--- config.mk ---
export PLATFORM = sky130hd
export DESIGN_NAME = rf_synth_cal_lock_control
export DESIGN_NICKNAME = d
export VERILOG_FILES = /design/src/common/synth_ctl_pkg.sv /design/src/rtl/rf_synth_cal_lock_control.sv
export SDC_FILE = /design/constraint.sdc
export NUM_CORES = 1
export LEC_CHECK = 0
export ABC_AREA = 1
export BUFFER_PORTS_ARGS = -buffer_cell sky130_fd_sc_hd__buf_2
export CORE_UTILIZATION = 30
export DETAILED_ROUTE_END_ITERATION = 10
export PLACE_DENSITY = 0.48
export RECOVER_POWER = 50
export SLEW_MARGIN = 40
export SYNTH_ARGS = -nofsm -noshare
export SYNTH_HDL_FRONTEND = slang
export SYNTH_SLANG_ARGS = --single-unit
--- constraint.sdc ---
create_clock -name clock_in -period 4.3 [get_ports clock_in]
set_clock_uncertainty 0.2 [all_clocks]
set_input_delay 0.86 -clock clock_in [delete_from_list [all_inputs] [get_ports clock_in]]
set_output_delay 0.86 -clock clock_in [all_outputs]
set_load 0.03 [all_outputs]
--- src/common/synth_ctl_pkg.sv ---
package synth_ctl_pkg;
  // register word offsets (byte addresses)
  localparam logic [7:0] reg_ref_scale = 8'h00;
  localparam logic [7:0] reg_cp_current = 8'h04;
  localparam logic [7:0] reg_loop_filter_rx = 8'h08;
  localparam logic [7:0] reg_loop_filter_tx = 8'h0c;
  localparam logic [7:0] reg_int_word_rx = 8'h10;
  localparam logic [7:0] reg_int_word_tx = 8'h14;
  localparam logic [7:0] reg_cal_ctrl = 8'h18;
  localparam logic [7:0] reg_lock_cfg = 8'h1c;
  localparam logic [7:0] reg_status = 8'h20;
  localparam logic [7:0] reg_mode = 8'h24;

  localparam logic [31:0] read_zero = 32'h0000_0000;
  localparam int ref_scaler_count = 3;
  localparam int cp_code_width = 6;
  localparam int lf_code_width = 4;
  localparam int lf_component_count = 5;
  localparam int int_low_width = 8;
  localparam int cal_len_width = 16;
  localparam logic [15:0] cal_len_reset = 16'h0040;

  // cal_ctrl field positions
  localparam int cal_len_lsb = 0;
  localparam int cal_inhibit_bit = 16;
  localparam int vtune_rx_bit = 17;
  localparam int vtune_tx_bit = 18;
  // lock_cfg field positions
  localparam int lock_count_lsb = 0;
  localparam int lock_mode_lsb = 2;
  // mode register positions
  localparam int mode_tdd_bit = 0;
  localparam int mode_pin_ctrl_bit = 1;

  localparam logic [11:0] lock_base_cycles = 12'h100;

  typedef enum logic [1:0] {
    scale_pass = 2'b00,
    scale_mul2 = 2'b01,
    scale_div2 = 2'b10,
    scale_div4 = 2'b11
  } ref_scale_t;

  typedef enum logic [1:0] {
    lock_off = 2'b00,
    lock_once = 2'b01,
    lock_cont = 2'b10,
    lock_unused = 2'b11
  } lock_mode_t;

  typedef enum logic [1:0] {
    st_wait = 2'b00,
    st_alert = 2'b01,
    st_rx = 2'b11,
    st_tx = 2'b10
  } radio_state_t;

  typedef enum logic [1:0] {
    syn_off = 2'b00,
    syn_cal = 2'b01,
    syn_locking = 2'b11,
    syn_locked = 2'b10
  } syn_state_t;

  typedef struct packed {
    logic [7:0] address;
    logic read;
    logic write;
    logic [31:0] writedata;
  } avalon_req_t;

  typedef struct packed {
    logic [31:0] readdata;
    logic waitrequest;
  } avalon_rsp_t;
endpackage : synth_ctl_pkg

--- src/rtl/rf_synth_cal_lock_control.sv ---
// Our own choices: the address map and the Avalon-MM interface to the registers.
`timescale 1ns/1ps
// Overview of operation
// - each reference scaler passes, doubles, halves or quarters the loop reference
// - three independently configured scalers: rx, tx and baseband synthesizers
// - rf charge pump current is a 6-bit code, 0.1 mA per step
// - rf loop filter has five components, each a 4-bit code
// - vco calibration starts on wait-to-alert, powerdown-to-alert, or integer word low write
// - tdd pin control in alert powers synthesizers by tx_rx_select level
// - rising tx_rx_select in alert: rx off, tx on, tx calibration
// - falling tx_rx_select in alert: tx off, rx on, rx calibration
// - in tdd mode, tx_rx_select in alert picks next state (fdd always goes to rx), taken at next enable edge
// - vco calibration duration is programmable
// - vtune out bits route tune voltage to matching external_lo_input pin
// - lock count codes 0..3 select 256, 512, 1024, 2048 reference cycles
// - lock indication rises when lock achieved within the window
// - lock mode: 0 off, 1 once at enable, 2 continuous, 3 unused
// - fdd runs both synthesizers together; tdd alternates them
// - vco_cal_inhibit suppresses every calibration trigger until cleared
// - calibration result is kept through power down
module rf_synth_cal_lock_control
  import synth_ctl_pkg::*;
#(
  parameter int cal_len_max_width = cal_len_width
) (
  // clock and reset
  input wire logic clock_in,
  input wire logic srst_in,
  // avalon-mm slave
  input wire avalon_req_t bus_req_in,
  output avalon_rsp_t bus_rsp_out,
  // baseband pins
  input wire logic enable_in,
  input wire logic tx_rx_select_in,
  // loop reference cycle strobe and analog compare per synthesizer (0 rx, 1 tx)
  input wire logic ref_tick_in,
  input wire logic [1:0] phase_ok_in,
  // synthesizer controls
  output logic [1:0] synth_power_out,
  output logic [1:0] vco_cal_busy_out,
  output logic [1:0] lock_out,
  output logic [1:0] vtune_route_out,
  output logic [5:0] ref_scale_out,
  output logic [11:0] cp_current_out,
  output logic [39:0] loop_filter_out
);

  // registers
  logic [5:0] ref_scale;
  logic [cp_code_width-1:0] cp_code [2];
  logic [lf_component_count*lf_code_width-1:0] lf_code [2];
  logic [31:0] int_word [2];
  logic [cal_len_max_width-1:0] cal_len;
  logic cal_inhibit;
  logic [1:0] vtune_sel;
  logic [1:0] lock_count;
  lock_mode_t lock_mode;
  logic tdd_mode;
  logic pin_ctrl;
  logic waiting;
  logic [31:0] rdata;

  radio_state_t radio_state;
  logic enable_prev;
  logic txrx_prev;
  syn_state_t syn_state [2];
  logic [cal_len_max_width-1:0] cal_cnt [2];
  logic [11:0] lock_cnt [2];
  logic once_done [2];
  logic [1:0] powered;

  // bus decode
  wire avalon_req_t rq = bus_req_in;
  wire do_write = rq.write && waiting;
  // read data captured when the request is first seen, so it stands at the accepting edge
  wire do_read = rq.read && !waiting;
  wire hit_scale = rq.address == reg_ref_scale;
  wire hit_cp = rq.address == reg_cp_current;
  wire hit_lf_rx = rq.address == reg_loop_filter_rx;
  wire hit_lf_tx = rq.address == reg_loop_filter_tx;
  wire hit_int_rx = rq.address == reg_int_word_rx;
  wire hit_int_tx = rq.address == reg_int_word_tx;
  wire hit_cal = rq.address == reg_cal_ctrl;
  wire hit_lock = rq.address == reg_lock_cfg;
  wire hit_status = rq.address == reg_status;
  wire hit_mode = rq.address == reg_mode;

  // integer word low byte write is a calibration trigger
  wire [1:0] int_low_write = {do_write && hit_int_tx, do_write && hit_int_rx};

  // radio state machine edges
  wire enable_edge = enable_in != enable_prev;
  wire txrx_rise = tx_rx_select_in && !txrx_prev;
  wire txrx_fall = !tx_rx_select_in && txrx_prev;
  wire in_alert = radio_state == st_alert;
  wire wait_to_alert = radio_state == st_wait && enable_edge;
  wire tdd_pins = tdd_mode && pin_ctrl;

  // desired power per synthesizer
  logic [1:0] next_powered;
  always_comb begin
    next_powered = powered;
    if (radio_state == st_wait) begin
      next_powered = 2'b00;
    end else if (!tdd_mode) begin
      next_powered = 2'b11;
    end else if (in_alert && tdd_pins) begin
      next_powered = tx_rx_select_in ? 2'b10 : 2'b01;
    end else if (radio_state == st_rx) begin
      next_powered = 2'b01;
    end else if (radio_state == st_tx) begin
      next_powered = 2'b10;
    end
  end

  // calibration triggers: power-up into alert, wait-to-alert, integer word write
  wire [1:0] power_up = next_powered & ~powered;
  wire [1:0] cal_trigger = cal_inhibit ? 2'b00 :
    (int_low_write | (power_up & {2{tdd_mode}}) | ({2{wait_to_alert}} & next_powered) |
    ({2{wait_to_alert && !tdd_mode}}) | ({txrx_rise, txrx_fall} & {2{in_alert && tdd_pins}}));

  // lock window length: base shifted by code
  wire [11:0] lock_window = 12'(lock_base_cycles << lock_count);

  always_ff @(posedge clock_in) begin
    if (srst_in) begin
      radio_state <= st_wait;
      enable_prev <= 1'b0;
      txrx_prev <= 1'b0;
      powered <= 2'b00;
    end else begin
      enable_prev <= enable_in;
      txrx_prev <= tx_rx_select_in;
      powered <= next_powered;
      case (radio_state)
        st_wait: begin
          if (enable_edge) begin
            radio_state <= st_alert;
          end
        end
        st_alert: begin
          if (enable_edge) begin
            radio_state <= (tdd_mode && tx_rx_select_in) ? st_tx : st_rx;
          end
        end
        default: begin
          if (enable_edge) begin
            radio_state <= st_alert;
          end
        end
      endcase
    end
  end

  // per-synthesizer calibration and lock detection
  for (genvar s = 0; s < 2; s++) begin : g_syn
    wire lock_run = lock_mode == lock_cont || (lock_mode == lock_once && !once_done[s]);
    always_ff @(posedge clock_in) begin
      if (srst_in) begin
        syn_state[s] <= syn_off;
        cal_cnt[s] <= '0;
        lock_cnt[s] <= 12'h000;
        once_done[s] <= 1'b0;
      end else if (!next_powered[s] && !cal_trigger[s]) begin
        // calibration result lives in the analog core and survives this
        syn_state[s] <= syn_off;
        lock_cnt[s] <= 12'h000;
        once_done[s] <= 1'b0;
      end else if (cal_trigger[s]) begin
        syn_state[s] <= syn_cal;
        cal_cnt[s] <= cal_len;
        lock_cnt[s] <= 12'h000;
        once_done[s] <= 1'b0;
      end else begin
        case (syn_state[s])
          syn_off: begin
            syn_state[s] <= syn_locking;
            lock_cnt[s] <= 12'h000;
          end
          syn_cal: begin
            if (cal_cnt[s] == '0) begin
              syn_state[s] <= syn_locking;
            end else begin
              cal_cnt[s] <= cal_cnt[s] - cal_len_max_width'(1);
            end
          end
          syn_locking: begin
            if (!phase_ok_in[s]) begin
              lock_cnt[s] <= 12'h000;
            end else if (ref_tick_in && lock_run) begin
              if (lock_cnt[s] + 12'h001 >= lock_window) begin
                syn_state[s] <= syn_locked;
                once_done[s] <= 1'b1;
              end else begin
                lock_cnt[s] <= lock_cnt[s] + 12'h001;
              end
            end
          end
          default: begin
            // continuous mode drops lock on a phase fault
            if (lock_mode == lock_cont && !phase_ok_in[s]) begin
              syn_state[s] <= syn_locking;
              lock_cnt[s] <= 12'h000;
            end else if (lock_mode == lock_off) begin
              syn_state[s] <= syn_locking;
            end
          end
        endcase
      end
    end
  end

  // register writes
  always_ff @(posedge clock_in) begin
    if (srst_in) begin
      ref_scale <= {scale_pass, scale_pass, scale_pass};
      cp_code[0] <= '0;
      cp_code[1] <= '0;
      lf_code[0] <= '0;
      lf_code[1] <= '0;
      int_word[0] <= read_zero;
      int_word[1] <= read_zero;
      cal_len <= cal_len_max_width'(cal_len_reset);
      cal_inhibit <= 1'b0;
      vtune_sel <= 2'b00;
      lock_count <= 2'b00;
      lock_mode <= lock_off;
      tdd_mode <= 1'b0;
      pin_ctrl <= 1'b0;
    end else if (do_write) begin
      if (hit_scale) begin
        ref_scale <= rq.writedata[5:0];
      end else if (hit_cp) begin
        cp_code[0] <= rq.writedata[cp_code_width-1:0];
        cp_code[1] <= rq.writedata[8+cp_code_width-1:8];
      end else if (hit_lf_rx) begin
        lf_code[0] <= rq.writedata[19:0];
      end else if (hit_lf_tx) begin
        lf_code[1] <= rq.writedata[19:0];
      end else if (hit_int_rx) begin
        int_word[0] <= rq.writedata;
      end else if (hit_int_tx) begin
        int_word[1] <= rq.writedata;
      end else if (hit_cal) begin
        cal_len <= rq.writedata[cal_len_lsb +: cal_len_max_width];
        cal_inhibit <= rq.writedata[cal_inhibit_bit];
        vtune_sel <= {rq.writedata[vtune_tx_bit], rq.writedata[vtune_rx_bit]};
      end else if (hit_lock) begin
        lock_count <= rq.writedata[lock_count_lsb +: 2];
        lock_mode <= lock_mode_t'(rq.writedata[lock_mode_lsb +: 2]);
      end else if (hit_mode) begin
        tdd_mode <= rq.writedata[mode_tdd_bit];
        pin_ctrl <= rq.writedata[mode_pin_ctrl_bit];
      end
    end
  end

  // read mux
  logic [31:0] next_rdata;
  always_comb begin
    next_rdata = read_zero;
    if (hit_scale) begin
      next_rdata[5:0] = ref_scale;
    end else if (hit_cp) begin
      next_rdata[cp_code_width-1:0] = cp_code[0];
      next_rdata[8+cp_code_width-1:8] = cp_code[1];
    end else if (hit_lf_rx) begin
      next_rdata[19:0] = lf_code[0];
    end else if (hit_lf_tx) begin
      next_rdata[19:0] = lf_code[1];
    end else if (hit_int_rx) begin
      next_rdata = int_word[0];
    end else if (hit_int_tx) begin
      next_rdata = int_word[1];
    end else if (hit_cal) begin
      next_rdata[cal_len_lsb +: cal_len_max_width] = cal_len;
      next_rdata[cal_inhibit_bit] = cal_inhibit;
      next_rdata[vtune_tx_bit] = vtune_sel[1];
      next_rdata[vtune_rx_bit] = vtune_sel[0];
    end else if (hit_lock) begin
      next_rdata[lock_count_lsb +: 2] = lock_count;
      next_rdata[lock_mode_lsb +: 2] = lock_mode;
    end else if (hit_status) begin
      next_rdata[1:0] = lock_out;
      next_rdata[3:2] = vco_cal_busy_out;
      next_rdata[5:4] = synth_power_out;
      next_rdata[7:6] = radio_state;
    end else if (hit_mode) begin
      next_rdata[mode_tdd_bit] = tdd_mode;
      next_rdata[mode_pin_ctrl_bit] = pin_ctrl;
    end
  end

  // one wait state on every access keeps readdata registered
  always_ff @(posedge clock_in) begin
    if (srst_in) begin
      waiting <= 1'b0;
      rdata <= read_zero;
    end else begin
      waiting <= (rq.read || rq.write) && !waiting;
      rdata <= do_read ? next_rdata : rdata;
    end
  end

  // registered outputs
  always_ff @(posedge clock_in) begin
    if (srst_in) begin
      bus_rsp_out <= '{readdata: read_zero, waitrequest: 1'b1};
      synth_power_out <= 2'b00;
      vco_cal_busy_out <= 2'b00;
      lock_out <= 2'b00;
      vtune_route_out <= 2'b00;
      ref_scale_out <= '0;
      cp_current_out <= '0;
      loop_filter_out <= '0;
    end else begin
      bus_rsp_out.waitrequest <= !((rq.read || rq.write) && !waiting);
      bus_rsp_out.readdata <= do_read ? next_rdata : rdata;
      synth_power_out <= next_powered;
      vco_cal_busy_out <= {syn_state[1] == syn_cal, syn_state[0] == syn_cal};
      lock_out <= {syn_state[1] == syn_locked && next_powered[1],
        syn_state[0] == syn_locked && next_powered[0]};
      vtune_route_out <= vtune_sel;
      ref_scale_out <= ref_scale;
      cp_current_out <= {cp_code[1], cp_code[0]};
      loop_filter_out <= {lf_code[1], lf_code[0]};
    end
  end

endmodule : rf_synth_cal_lock_control

==> qor.csv, run 1 <==
stage,metric,value,unit
critical_path,r2r_start,lock_cnt[1][0],
layout,drive_gt1_share,9.18,%
clocking,cts_hold_buf,0,
die,initial_utilization,30.6,%
die,die_y,215,um
clocking,cts_buffer_depth,3,
min_path,worstHoldPathType,flip-flop to flip-flop,
synthesis,synthTopCellsByCount,"nand2_1, nor2_1, inv_1, edfxtp_1, dfxtp_1",
die,core,0.0445,mm^2
grt,grt_pass1_wl,59100,um
sta,tightest_slew,1800,ps
synthesis,synth-edff-count,178,
clocking,clk_latency,550,ps
synthesis,syn_area_per_cell,9.02,um^2
critical_path,cp-startpoint,srst_in,
route,avgRoutedWirePerCell,16.6,um
layout,stdcell_area,0.0161,mm^2
sta,fmax,258,MHz
sta,finalSetupTns,0,ps
layout,multi_input_area,0.00447,mm^2
power,total_power,6.99,mW
route,routed_wl,38100,um
place,dp_hpwl,27800,um
layout,finalNonFillerCells,2295,
outcome,violations,"capacitance limit, slew limit",
clocking,root_buffer,clkbuf_16,
synthesis,synth_area,0.0136,mm^2
place,place.gp.congestion,0.887,
place,postPlaceCellArea,0.0151,mm^2
power,p_leak,6.59,nW
sta,rsz0062_at_grt,no,
die,std_cell_rows,77,
grt,track_usage,16.5,%
synthesis,ys_async_sr_fraction,0,%
grt,grt-ovfl-total,0,
synthesis,synth_most_common_cell,nand2_1,
synthesis,synth.distinct_cells,47,
clocking,cts.repair.resized,0,
layout,nFillCells,4643,
flow_run,drv_cap,1,
sta,hold_violations,0,
critical_path,cp.required,4260,ps
synthesis,synthFlopType,edfxtp_1,
outcome,status,"complete, but fails checks",
sta,setup_slack,422,ps
synthesis,yosys-top-cells-area,"edfxtp_1, dfxtp_1, nand2_1, nor2_1, inv_1",
sta,max_slew_margin,-20.2,%
route,via_per_inst,4.62,
layout,nets,1736,
sta,drv_slew,30,
route,drt_pre_antenna_iters,5,
critical_path,critPathArrivalTime,3830,ps
grt,antenna_found_initial,8,
clocking,post_cts_buffers,0,
synthesis,ys_ff_latch,313,
place,io_buffers,147,
die,io_pins,148,
sta,setup_viol,0,
clocking,clkTransAtPathRegs,50,ps
clocking,cts_tree,done,
clocking,htreeDepth,2,
critical_path,cp-start-kind,primary input,
critical_path,end_kind,flip-flop,
place,place_ws,458,ps
synthesis,syn_nets,1574,
die,dieWidth,215,um
clocking,cts_buffers,37,
route,ant_nets,0,
clocking,clock_sinks,313,
min_path,hp-start,vtune_sel[0],
synthesis,ys_seq_area_share,59.1,%
critical_path,critical_path_class,primary input to flip-flop,
layout,syn2layout_area_growth,18.2,%
power,powerDensity,434,mW/mm^2
place,dp.cells,2224,
synthesis,synth_cells,1509,
route,drtIter0Drc,650,
critical_path,crit_fanout,34,
grt,first_global_vias,10600,
die,die_area,0.0462,mm^2
synthesis,yosysTopAreaCell,edfxtp_1,
layout,regArea,0.00805,mm^2
route,drc,0,
sta,fin_crit_sh,90.2,%
synthesis,yosysTopAreaCellShare,39.3,%
route,vias,10600,
grt,grt_max_degree,74,
synthesis,yosys_warnings,0,
power,ir_drop,0.000255,V
sta,fin_crit,3880,ps
## critical path, cell delays in order
cell and delay, ps:
clkbuf_1 1260, inv_1 180, buf_4 350, o21ai_0 120, clkbuf_1 1010
## placed cells by master, fill, tap and decap left out, types with 4 or more instances in the layout
cell       Yosys  layout
inv_1        219     218
xor2_1        19      19
ha_1          16      16
o22ai_1        4       4
nand3_1       55      55
inv_2          4       5
nor2_1       239     240
dfxtp_1      135     135
nor4_1         5       5
clkinv_2       0       6
xnor2_1       13      13
diode_2        0       4
buf_4          2      20
buf_2         12      46
or2_2          7       7
clkbuf_1      30     117
nand4_1       20      20
nor3_1        11      11
edfxtp_1     178     178
a21oi_1       92      92
nand2_1      280     281
o211ai_1      10      10
o2111ai_1      7       7
nor2_2         5       4
a22o_1        12      12
nand2_2        5       5
o21ai_0       83      87
nand3b_1       6       6
clkbuf_16      0      40
## flip-flops by register name, summed over array words and instances (netlist names), 4 cells and up
name,cells
bus_rsp_out,33
cp_current_out,12
cal_len,16
loop_filter_out,40
lf_code,40
syn_state,4
int_word,64
ref_scale,6
cp_code,12
cal_cnt,32
ref_scale_out,6
lock_cnt,24
## cells by family (layout without fill, tap and decap cells)
logic type,count (synthesis),count (layout),share of synthesized area [%]
and+or+nand+nor,643,643,19.9
other,0,4,0
AOI/OAI and AO/OA,229,229,9.51
xor gates and xnor gates,32,32,2.06
DFF,313,313,59.1
buffers and inverters,276,466,7.99
adders and majority gates,16,16,1.47
## routing by layer
layer | track usage, % | part of all wire [%]
met5 | 0 | 0.13
met4 | 4.89 | 2.1
met3 | 3.84 | 6.1
met2 | 27.1 | 46
met1 | 21.4 | 45
## per-stage QoR
step | utilization [%] | hold WS [ps]
after detailed placement | 33.8 | 255
final | 36.2 | 259
after global routing | 36.2 | 292
after floorplan | - | 224
after global placement | 33.8 | 255
after CTS | 36.5 | 264
## where the power goes
group / internal (mW) / switching (mW)
Sequential: 3.29 / 0.0769
Combinational: 0.144 / 0.367
Clock: 1.84 / 1.28
Total: 5.27 / 1.72
## worst paths after layout
| check | end | slack [ps] | cells after the start |
|---|---|---|---|
| max | lf_code[0][38] | 420 | 5 |
| min | vtune_route_out[0] | 260 | 2 |
| max reg2reg | lock_cnt[1][9] | 510 | 14 |
| min reg2reg | vtune_route_out[0] | 260 | 2 |
## layout make-up
type,count,share of cell area (%)
Clock buffer,51,6.47
Sequential cell,313,50.0
Inverter,225,5.25
Timing Repair Buffer,174,4.90
Tap cell,592,4.60
Clock inverter,16,0.948
Multi-Input combinational cell,920,27.8
Antenna cell,4,0.0622
Power figures use the tool's default switching activity.
==> run 2: changes to the inputs <==
- GPL_TIMING_DRIVEN: unset -> 0
- PLACE_DENSITY: 0.48 -> unset
==> qor.csv, run 2 (synthesis results as in run 1) <==
stage,metric,value,unit
outcome,status,"complete, but fails checks",
outcome,violations,"capacitance limit, slew limit",
power,p_leak,6.62,nW
sta,max_slew_margin,-0.888,%
route,vias,11000,
sta,drv_slew,1,
critical_path,critical_path_buf_inv_count,4,
clocking,clkTransAtPathRegs,60,ps
route,drc,0,
clocking,cts_tree,done,
critical_path,cp-start-kind,primary input,
sta,hold_violations,0,
clocking,cts_buffer_depth,3,
sta,fmax,249,MHz
power,powerDensity,430,mW/mm^2
layout,drive_gt1_share,8.71,%
flow_run,drv_cap,1,
sta,fin_crit_sh,93.3,%
power,ir_drop,0.000189,V
critical_path,slowest_stage,clkbuf_1,
layout,nets,1763,
sta,setup_viol,0,
route,drt_pre_antenna_iters,5,
clocking,htreeDepth,2,
grt,antenna_found_initial,10,
place,place.gp.congestion,0.877,
layout,nFillCells,4593,
clocking,cts_buffers,34,
clocking,clock_sinks,313,
grt,grt-ovfl-total,0,
route,drtIter0Drc,814,
layout,largestRegisters,"int_word x64, lf_code x40, loop_filter_out x40",
clocking,cts.repair.resized,0,
critical_path,crit_family,buffers and inverters,
route,avgRoutedWirePerCell,17.1,um
sta,rsz0062_at_grt,no,
clocking,clk_latency,530,ps
die,die_area,0.0462,mm^2
layout,syn2layout_area_growth,18.8,%
die,io_pins,148,
die,dieWidth,215,um
sta,tightest_slew,1500,ps
die,initial_utilization,30.6,%
critical_path,crit_fanout,15,
critical_path,critical_path_class,primary input to flip-flop,
route,via_per_inst,4.74,
layout,largest-register,int_word,
sta,fin_crit,4010,ps
layout,final_common_cell,nand2_1,
clocking,root_buffer,clkbuf_16,
grt,track_usage,17.0,%
die,std_cell_rows,77,
layout,largest_reg_flops,64,
power,total_power,6.96,mW
critical_path,cp_cell_sequence,buf_2 -> inv_1 -> nand2_1 -> nor2_1 -> nand2_1 -> o21ai_0 -> clkbuf_1 -> buf_8,
grt,grt_pass1_wl,60900,um
grt,first_global_vias,10900,
place,postPlaceCellArea,0.0152,mm^2
die,die_y,215,um
layout,mostFrequentLayoutCells,"nand2_1, nor2_1, inv_1, edfxtp_1, clkbuf_1",
critical_path,end_kind,flip-flop,
grt,grt_max_degree,22,
critical_path,slowest_delay,790,ps
critical_path,cpMostUsedCell,nand2_1,
die,core,0.0445,mm^2
critical_path,critPathArrivalTime,4030,ps
critical_path,cp.required,4320,ps
clocking,cts_hold_buf,0,
min_path,worstHoldPathType,flip-flop to flip-flop,
place,io_buffers,147,
layout,stdcell_area,0.0162,mm^2
route,routed_wl,39600,um
place,dp_hpwl,30100,um
clocking,post_cts_buffers,0,
route,ant_nets,0,
run 2: changes by cell type in the layout (fill, tap and decap cells not counted), moves of 3 or more:
| cell | change |
|---|---|
| buf_6 | +5 |
| o21ai_0 | -5 |
| o21ai_1 | +5 |
| nand2_1 | +6 |
| buf_4 | -19 |
| clkbuf_8 | +4 |
| buf_8 | +3 |
| nand2_2 | -4 |
| clkbuf_1 | +21 |
| buf_2 | +12 |
run 2: final timing paths:
kind / start / end / slack, ps / depth (start not counted)
max reg2reg: lock_cnt[1][0] / lock_cnt[1][9] / 480 / 15
min: bus_rsp_out[25] / bus_rsp_out[25] / 270 / 2
min reg2reg: bus_rsp_out[25] / bus_rsp_out[25] / 270 / 2
max: bus_req_in[34] / int_word[0][16] / 290 / 8
run 2: per-layer routing:
layer	GRT usage [%]	part of all wire, %	vias to the layer above
met5	0	0.19	-
met3	4.47	7.6	70
met2	27.5	46	364
li1	-	-	5304
met4	4.30	1.9	12
met1	22.4	45	5252
run 2: area by class of cell:
class	count	area [um^2]	share of cell area (%)
Antenna cell	4	10.0	0.0619
Buffer	51	238	1.47
Clock buffer	45	1040	6.42
Clock inverter	16	145	0.897
Inverter	225	845	5.22
Multi-Input combinational cell	920	4440	27.5
Sequential cell	313	8050	49.7
Tap cell	592	741	4.58
Timing Repair Buffer	153	676	4.18
run 2: per-stage QoR:
stage	util (%)	TNS (ps)	hold slack, ps	worst slack [ps]	cells
after floorplan	-	0	224	684	1509
after CTS	36.9	0	269	419	2315
after global routing	36.3	0	295	70.6	2317
after detailed placement	34.2	0	256	430	2254
final	36.4	0	271	289	2319
after global placement	33.9	-41480	254	-842	2248
run 2: tightest hold or removal path, stage by stage (launching register included):
cell	delay, ps
dfxtp_1	310
nand2_1	60
a21oi_1	60
run 2: power by group:
group / internal [mW] / switching, mW / leakage [nW]
clock network: 1.83 / 1.24 / 0.586
logic: 0.145 / 0.379 / 3.04
registers: 3.29 / 0.0766 / 2.99
total: 5.26 / 1.70 / 6.62
